===== config.mk =====
export PLATFORM = sky130hd
export DESIGN_NAME = cascade_stream_sync
export DESIGN_NICKNAME = d
export VERILOG_FILES = /design/src/hdl/cascade_sync_pkg.sv /design/src/hdl/cascade_stream_sync.sv
export SDC_FILE = /design/constraint.sdc
export NUM_CORES = 1
export LEC_CHECK = 0
export ABC_CLOCK_PERIOD_IN_PS = 4800
export BUFFER_PORTS_ARGS = -buffer_cell sky130_fd_sc_hd__buf_2
export CORE_ASPECT_RATIO = 0.6
export CORE_UTILIZATION = 61
export CTS_CLUSTER_SIZE = 8
export DETAILED_ROUTE_END_ITERATION = 10
export PLACE_DENSITY = 0.93
export SLEW_MARGIN = 5
export SYNTH_ARGS = -nofsm -noshare
export SYNTH_HDL_FRONTEND = slang
export SYNTH_SLANG_ARGS = --single-unit

===== constraint.sdc =====
create_clock -name clk -period 4.8 [get_ports clk]
set_input_delay 0.24 -clock clk [delete_from_list [all_inputs] [get_ports clk]]
set_output_delay 0.24 -clock clk [all_outputs]
set_load 0.01 [all_outputs]

===== src/hdl/cascade_sync_pkg.sv =====
// How it works
// [RULE1] sender starts all streams together with JK
// [RULE2] align on JK, then signal cascade ready
// [RULE3] ready lines open-drain, wired-AND form start
// [RULE4] start high only after all devices release
// [RULE5] first JK goes to host, ready released
// [RULE6] at most two consecutive JKs to host
// [RULE7] start late by second byte-clock fall: error
// [RULE8] corrupted JK may go unreported
// [RULE9] sender frames at least three bytes
// [RULE10] sender frames at most 4500 bytes, delimited
// [RULE11] sender keeps JK arrival skew within 80 ns
// [RULE12] sender puts eight idles between frames
// [RULE13] with start high, pass data to host
// [RULE14] cascade enable bit gates all of this
package cascade_sync_pkg;

   // timing
   localparam int CLK_PERIOD_NS  = 5;
   localparam int BYTE_PERIOD_NS = 80;
   localparam int BYTE_DIV       = BYTE_PERIOD_NS / CLK_PERIOD_NS;
   localparam int FALL_LIMIT     = 2;
   localparam int MAX_JK_SHOWN   = 2;

   // frame limits
   localparam int FRAME_MIN      = 3;
   localparam int FRAME_MAX      = 4500;
   localparam int IDLE_MIN       = 8;
   localparam int FRAME_CNT_W    = 13;
   localparam int IDLE_CNT_W     = 4;

   // register map
   localparam logic [7:0] REG_CONFIG   = 8'h00;
   localparam logic [7:0] REG_RX_STATE = 8'h08;
   localparam logic [7:0] REG_RCOND_B  = 8'h0a;
   localparam logic [7:0] REG_RMASK_B  = 8'h0c;
   localparam logic [7:0] RESET_VALUE  = 8'h00;

   // field positions
   localparam int CFG_CASCADE_EN = 0;
   localparam int COND_SYNC_ERR  = 4;
   localparam int COND_SHORT     = 5;
   localparam int COND_LONG      = 6;
   localparam int COND_GAP       = 7;

   typedef enum logic [1:0] {
      HUNT,
      WAIT_START,
      PASS,
      DROP
   } align_t;

   typedef struct packed {
      logic       valid;
      logic       jk;
      logic       idle;
      logic       endDel;
      logic [7:0] data;
   } rx_pair_t;

   typedef struct packed {
      logic       valid;
      logic       jk;
      logic [7:0] data;
   } host_pair_t;

endpackage : cascade_sync_pkg


===== src/hdl/cascade_stream_sync.sv =====
// The plain strobed port and the register offsets were chosen for this implementation.
`timescale 1ns/1ps
module cascade_stream_sync #(
   parameter int BYTE_DIV   = cascade_sync_pkg::BYTE_DIV,
   parameter int FRAME_MAX  = cascade_sync_pkg::FRAME_MAX,
   parameter int FRAME_MIN  = cascade_sync_pkg::FRAME_MIN,
   parameter int IDLE_MIN   = cascade_sync_pkg::IDLE_MIN
) (
   // clock and reset
   input  wire logic                         clk,
   input  wire logic                         rst,
   // register port
   input  wire logic [7:0]                   regAddr,
   input  wire logic [7:0]                   regWdata,
   input  wire logic                         regWe,
   input  wire logic                         regRe,
   output logic      [7:0]                   regRdata,
   // receive stream from the symbol decoder
   input  wire cascade_sync_pkg::rx_pair_t   rxIn,
   // stream to the host
   output cascade_sync_pkg::host_pair_t      hostOut,
   // open-drain cascade ready pin
   output logic                              readyO,
   output logic                              readyOe,
   // wired-AND cascade start pin
   input  wire logic                         startPin,
   // interrupt
   output logic                              irq
);

   localparam int FCW = cascade_sync_pkg::FRAME_CNT_W;
   localparam int ICW = cascade_sync_pkg::IDLE_CNT_W;
   localparam logic [FCW-1:0] FMAX = FCW'(FRAME_MAX);
   localparam logic [FCW-1:0] FMIN = FCW'(FRAME_MIN);
   localparam logic [ICW-1:0] IMIN = ICW'(IDLE_MIN);
   localparam logic [7:0] DIV_LAST = 8'(BYTE_DIV - 1);
   localparam logic [1:0] FALLS    = 2'(cascade_sync_pkg::FALL_LIMIT);
   localparam logic [1:0] JK_MAX   = 2'(cascade_sync_pkg::MAX_JK_SHOWN);

   // start pin synchroniser
   logic startMeta_r;
   logic startSync_r;

   // local byte clock divider
   logic [7:0] divCnt_r;
   logic [7:0] divCnt_nxt;
   logic       lbcFall;

   // alignment state
   cascade_sync_pkg::align_t     state_r;
   cascade_sync_pkg::align_t     state_nxt;
   logic [1:0]                   jkShown_r;
   logic [1:0]                   jkShown_nxt;
   logic [1:0]                   fallCnt_r;
   logic [1:0]                   fallCnt_nxt;
   logic [FCW-1:0]               frameCnt_r;
   logic [FCW-1:0]               frameCnt_nxt;
   logic [ICW-1:0]               idleCnt_r;
   logic [ICW-1:0]               idleCnt_nxt;
   logic                         frameSeen_r;
   logic                         frameSeen_nxt;
   logic                         readyOe_r;
   logic                         readyOe_nxt;
   cascade_sync_pkg::host_pair_t host_r;
   cascade_sync_pkg::host_pair_t host_nxt;
   logic                         evSync;
   logic                         evShort;
   logic                         evLong;
   logic                         evGap;
   logic                         startOk;

   // registers
   logic [7:0] config_r;
   logic [7:0] config_nxt;
   logic [7:0] condB_r;
   logic [7:0] condB_nxt;
   logic [7:0] maskB_r;
   logic [7:0] maskB_nxt;
   logic [7:0] rdata_r;
   logic [7:0] rdata_nxt;
   logic [7:0] events;
   logic       cascadeEn;

   assign cascadeEn = config_r[cascade_sync_pkg::CFG_CASCADE_EN];

   // pin level crosses two flops before anyone looks at it
   always_ff @(posedge clk) begin
      if (rst) begin
         startMeta_r <= 1'b0;
         startSync_r <= 1'b0;
      end else begin
         startMeta_r <= startPin;
         startSync_r <= startMeta_r;
      end
   end

   // byte clock is high in the first half of its period, so the
   // falling edge is marked at the midpoint of the divider
   always_comb begin
      divCnt_nxt = (divCnt_r == DIV_LAST) ? 8'h00 : divCnt_r + 8'h01;
   end

   assign lbcFall = (divCnt_r == 8'(BYTE_DIV / 2));

   always_ff @(posedge clk) begin
      if (rst) begin
         divCnt_r <= 8'h00;
      end else begin
         divCnt_r <= divCnt_nxt;
      end
   end

   // our own release is part of the wired-AND; a stale high seen
   // while we still pull low cannot count as a start
   assign startOk = startSync_r && !readyOe_r; // see [RULE4]

   always_comb begin
      state_nxt     = state_r;
      jkShown_nxt   = jkShown_r;
      fallCnt_nxt   = fallCnt_r;
      frameCnt_nxt  = frameCnt_r;
      idleCnt_nxt   = idleCnt_r;
      frameSeen_nxt = frameSeen_r;
      readyOe_nxt   = readyOe_r;
      host_nxt      = '0;
      evSync        = 1'b0;
      evShort       = 1'b0;
      evLong        = 1'b0;
      evGap         = 1'b0;
      if (!cascadeEn) begin
         // plain single-stream mode: no alignment, data straight on
         state_nxt     = cascade_sync_pkg::HUNT; // see [RULE14]
         readyOe_nxt   = 1'b0;
         jkShown_nxt   = 2'h0;
         fallCnt_nxt   = 2'h0;
         frameSeen_nxt = 1'b0;
         idleCnt_nxt   = '0;
         host_nxt.valid = rxIn.valid;
         host_nxt.jk    = rxIn.jk;
         host_nxt.data  = rxIn.data;
      end else begin
         case (state_r)
            cascade_sync_pkg::HUNT: begin
               // hold the common line low until our JK shows up
               readyOe_nxt = 1'b1; // see [RULE3]
               if (rxIn.valid && rxIn.idle && idleCnt_r != '1) begin
                  idleCnt_nxt = idleCnt_r + ICW'(1);
               end
               if (rxIn.valid && rxIn.jk) begin
                  // a late start may later mean a corrupted JK elsewhere
                  // goes unnoticed; nothing here tries to catch that
                  state_nxt      = cascade_sync_pkg::WAIT_START; // see [RULE2], [RULE8]
                  readyOe_nxt    = 1'b0; // see [RULE5]
                  host_nxt.valid = 1'b1; // see [RULE5]
                  host_nxt.jk    = 1'b1;
                  host_nxt.data  = rxIn.data;
                  jkShown_nxt    = 2'h1;
                  fallCnt_nxt    = 2'h0;
                  frameCnt_nxt   = FCW'(1);
                  idleCnt_nxt    = '0;
                  evGap          = frameSeen_r && (idleCnt_r < IMIN);
                  frameSeen_nxt  = 1'b1;
               end
            end
            cascade_sync_pkg::WAIT_START: begin
               if (startOk) begin
                  state_nxt = cascade_sync_pkg::PASS; // see [RULE13]
                  if (rxIn.valid) begin
                     host_nxt.valid = 1'b1;
                     host_nxt.jk    = rxIn.jk;
                     host_nxt.data  = rxIn.data;
                     frameCnt_nxt   = frameCnt_r + FCW'(1);
                  end
               end else begin
                  // repeat the JK once while the others catch up
                  if (rxIn.valid && jkShown_r < JK_MAX) begin
                     host_nxt.valid = 1'b1; // see [RULE6]
                     host_nxt.jk    = 1'b1;
                     jkShown_nxt    = jkShown_r + 2'h1;
                  end
                  if (lbcFall) begin
                     fallCnt_nxt = fallCnt_r + 2'h1;
                     if (fallCnt_r + 2'h1 >= FALLS) begin
                        evSync    = 1'b1; // see [RULE7]
                        state_nxt = cascade_sync_pkg::DROP;
                     end
                  end
               end
            end
            cascade_sync_pkg::PASS: begin
               if (rxIn.valid) begin
                  host_nxt.valid = 1'b1; // see [RULE13]
                  host_nxt.jk    = rxIn.jk;
                  host_nxt.data  = rxIn.data;
                  if (frameCnt_r != '1) begin
                     frameCnt_nxt = frameCnt_r + FCW'(1);
                  end
                  if (rxIn.endDel) begin
                     evShort     = (frameCnt_r + FCW'(1)) < FMIN;
                     evLong      = frameCnt_r >= FMAX;
                     state_nxt   = cascade_sync_pkg::HUNT;
                     readyOe_nxt = 1'b1;
                  end
               end
            end
            cascade_sync_pkg::DROP: begin
               // misaligned frame is discarded up to its end
               if (rxIn.valid && (rxIn.endDel || rxIn.idle)) begin
                  state_nxt   = cascade_sync_pkg::HUNT;
                  readyOe_nxt = 1'b1;
                  idleCnt_nxt = '0;
               end
            end
            default: begin
               state_nxt = cascade_sync_pkg::HUNT;
            end
         endcase
      end
   end

   always_ff @(posedge clk) begin
      if (rst) begin
         state_r     <= cascade_sync_pkg::HUNT;
         jkShown_r   <= 2'h0;
         fallCnt_r   <= 2'h0;
         frameCnt_r  <= '0;
         idleCnt_r   <= '0;
         frameSeen_r <= 1'b0;
         readyOe_r   <= 1'b0;
         host_r      <= '0;
      end else begin
         state_r     <= state_nxt;
         jkShown_r   <= jkShown_nxt;
         fallCnt_r   <= fallCnt_nxt;
         frameCnt_r  <= frameCnt_nxt;
         idleCnt_r   <= idleCnt_nxt;
         frameSeen_r <= frameSeen_nxt;
         readyOe_r   <= readyOe_nxt;
         host_r      <= host_nxt;
      end
   end

   assign hostOut = host_r;
   assign readyO  = 1'b0; // see [RULE3]
   assign readyOe = readyOe_r;

   always_comb begin
      events = 8'h00;
      events[cascade_sync_pkg::COND_SYNC_ERR] = evSync;
      events[cascade_sync_pkg::COND_SHORT]    = evShort;
      events[cascade_sync_pkg::COND_LONG]     = evLong;
      events[cascade_sync_pkg::COND_GAP]      = evGap;
   end

   // register file; hardware set wins over a write-one clear
   always_comb begin
      config_nxt = config_r;
      maskB_nxt  = maskB_r;
      condB_nxt  = condB_r;
      rdata_nxt  = 8'h00;
      if (regWe) begin
         if (regAddr == cascade_sync_pkg::REG_CONFIG) begin
            config_nxt = regWdata & 8'h01;
         end else if (regAddr == cascade_sync_pkg::REG_RCOND_B) begin
            condB_nxt = condB_r & ~regWdata;
         end else if (regAddr == cascade_sync_pkg::REG_RMASK_B) begin
            maskB_nxt = regWdata;
         end
      end
      condB_nxt = condB_nxt | events; // see [RULE7]
      if (regRe) begin
         if (regAddr == cascade_sync_pkg::REG_CONFIG) begin
            rdata_nxt = config_r;
         end else if (regAddr == cascade_sync_pkg::REG_RX_STATE) begin
            rdata_nxt = {3'h0, startSync_r, readyOe_r, 1'b0, state_r};
         end else if (regAddr == cascade_sync_pkg::REG_RCOND_B) begin
            rdata_nxt = condB_r;
         end else if (regAddr == cascade_sync_pkg::REG_RMASK_B) begin
            rdata_nxt = maskB_r;
         end
      end
   end

   always_ff @(posedge clk) begin
      if (rst) begin
         config_r <= cascade_sync_pkg::RESET_VALUE;
         condB_r  <= cascade_sync_pkg::RESET_VALUE;
         maskB_r  <= cascade_sync_pkg::RESET_VALUE;
         rdata_r  <= 8'h00;
      end else begin
         config_r <= config_nxt;
         condB_r  <= condB_nxt;
         maskB_r  <= maskB_nxt;
         rdata_r  <= rdata_nxt;
      end
   end

   assign regRdata = rdata_r;
   assign irq      = |(condB_r & maskB_r);

endmodule : cascade_stream_sync


==> impl_metrics.tcl <==
set metrics [dict create \
    synthToLayoutAreaGrowth_pct 11.57 \
    syn-cell-area_um2 3601 \
    synth_ff_type "dfxtp_1" \
    clkLatencyLatePin_ps 360 \
    peakVddDrop_v 0.0001853 \
    n_antenna_cell 0 \
    pwr_density_cell_nw_per_um2 276.3 \
    cap_violations 0 \
    clk_pin_slew_worst_paths_ps 90 \
    initial_core_util 0.6404 \
    mostFrequentLayoutCells "dfxtp_1, nor2_1, buf_2, a21oi_1" \
    fin_crit_ps 2469 \
    cp-end-kind "register" \
    wl_per_cell_um 16.00 \
    worstSetupPathType "reg -> reg" \
    grt_pass1_vias 2737 \
    dieWidth_um 101.2 \
    synth.distinct_cells 67 \
    core_um2 5623 \
    rsz0062_at_grt "false" \
    yosysWarnings 0 \
    ant_nets 0 \
    critPathLaunchType "register" \
    holdWs_ps 70.98 \
    cts_root_buf "clkbuf_8" \
    dp_cells 531 \
    crit_fanout 11 \
    cts_hold_buffers 0 \
    worstPathRequired_ps 5090 \
    post-route-util 0.7145 \
    antenna_found_initial 0 \
    finalMaxSlewViolations 0 \
    hold_path_class "in -> reg" \
    tns_ps 0 \
    drt-initial-drc-count 309 \
    final-setup-viol-count 0 \
    cts_resized 0 \
    htreeDepth 3 \
    p_leak_uw 0.001567 \
    grt_usage 0.2821 \
    r2r_end "frameCnt_r[6]" \
    synth_seq_area_share 0.3892 \
    skew_ps 9.195 \
    dr.pass1.iters 6 \
    syn_avg_cell_area_um2 8.553 \
    setup_ws_ps 2331 \
    worstPathArrival_ps 2760 \
    holdPathStages 2 \
    gp_congestion 0.8877 \
    preCtsSetupSlack_ps 2424 \
    min_from "regWdata[2]" \
    max_freq_mhz 405.0 \
    tightest_slew_ps 596.5 \
    finalHoldViolCount 0 \
    whs_endpoint "condB_r[2]" \
    grt_pass1_wl_mm 13.29 \
    nets 505 \
    post-cts-setup-buffers 0 \
    status "completed" \
    instances_no_fill 547 \
    wirelength_mm 8.753 \
    synth_fp_nets 464 \
    vias_per_cell 6.108 \
    die_y_um 61.52 \
    cts.path.max_buffers 2 \
    reg2regPathDepth 7 \
    grt_start_max_net_pins 45 \
    gr-total-overflow 0 \
    portBuffers 52 \
    num_vias 3341 \
    final_common_cell "dfxtp_1" \
    numCtsBuffers 9 \
    synth-seq-cells 70 \
    dpl.hpwl_mm 6.192 \
    r2r_setup_slack_ps 2330 \
    cts.sinks 70 \
    synth_edf_count 0 \
    drive_gt1_frac 0.1842 \
    syn_inst 421 \
    pin_count 54 \
    num_rows 21 \
    fin_crit_sh 0.5144 \
    die_area_um2 6225 \
    cts_tree "done" \
    drc 0 \
    synthArstFlopShare 0 \
    r2r_start "state_r[0]" \
    relSlewSlack 0.5987 \
    fill_cells 431 \
]
critical path, cell delays in order, from the launching register on:
cell       delay [ps]
dfxtp_1           440
inv_1             100
ha_1              360
or2b_2            270
o2111ai_4         120
a311o_1           500
or4_1             440
a21oi_1           150
final cells by class:
type                       count  area [um2]  area share
multi-input combinational    309        1992      0.4958
sequential                    70        1401      0.3488
timing repair buffer          53       267.8     0.06665
clock buffer                   9       123.9     0.03083
tap                           80       100.1     0.02491
inverter                      19       71.32     0.01775
clock inverter                 7       61.31     0.01526
metal layers:
metal  track usage  wire (um)  share of wire
met2        0.4227       3786           0.43
met5             0          0              0
met1        0.3898       4068           0.46
met4       0.07867         99          0.011
met3       0.09648        799          0.091
how the worst max path moves through the flow:
stage                endpoint  cells past startpoint       start  slack [ps]
3_3_place_gp   frameCnt_r[11]                      7  state_r[0]        2490
5_1_grt         frameCnt_r[9]                      7  state_r[0]        2200
3_5_place_dp    frameCnt_r[9]                      7  state_r[0]        2420
2_1_floorplan  frameCnt_r[11]                      9  state_r[0]        2670
6_report        frameCnt_r[6]                      7  state_r[0]        2330
4_1_cts         frameCnt_r[9]                      7  state_r[0]        2380
report_power, final:
group | switching, uW | internal (uW)
logic | 38.1 | 27.3
registers | 4.16 | 588
clock network | 256 | 197
cells in the mapped netlist, drive strengths merged (2+ instances only):
cell type	count	area, um2
nand4	5	31.28
or2	4	25.02
and3	6	37.54
and3b	4	35.03
nand3	17	95.09
nor2b	6	37.54
xor2	6	52.55
o32ai	3	26.28
mux2i	14	140.1
o21ai	19	95.09
buf	13	97.59
clkbuf	10	38.78
inv	19	71.32
nor4b	3	41.29
a211oi	6	45.04
xnor2	5	43.79
nor3	5	25.02
and2	13	81.33
ha	10	125.1
nor4	4	40.04
nor2	56	210.2
o21bai	3	33.78
nand4b	2	17.52
nand2b	8	50.05
a21o	3	23.77
or3	6	37.54
o31ai	2	15.01
nand3b	2	15.01
nand2	19	71.32
a211o	2	17.52
dfxtp	70	1401
and2b	2	17.52
or4	4	30.03
a21oi	37	185.2
a22oi	10	75.07
or3b	2	17.52
through the flow:
stage	total power [uW]	area [um2]
2_1_floorplan	641.4	3601
3_3_place_gp	666.3	3832
4_1_cts	1112	4018
6_report	1110	4018
3_5_place_dp	669.2	3832
5_1_grt	1147	4018
flip-flops by register name, indices dropped and copies added (netlist names), 4 cells and up:
name / cells
hostOut: 10
maskB_r: 8
condB_r: 8
frameCnt_r: 13
regRdata: 8
divCnt_r: 8
idleCnt_r: 4
cell families (layout without fill, tap and decap cells):
logic type	count (synthesis)	in the layout	share of synthesized area
and+or+nand+nor	171	171	0.2616
AOI/OAI and AO/OA	101	101	0.1869
DFF	70	70	0.3892
buffers and inverters	42	88	0.05768
muxes	15	15	0.04204
xor gates and xnor gates	11	11	0.02675
adders and majority gates	10	10	0.03475
other	1	1	0.001041
No activity file was read; power rests on OpenSTA's default activity.
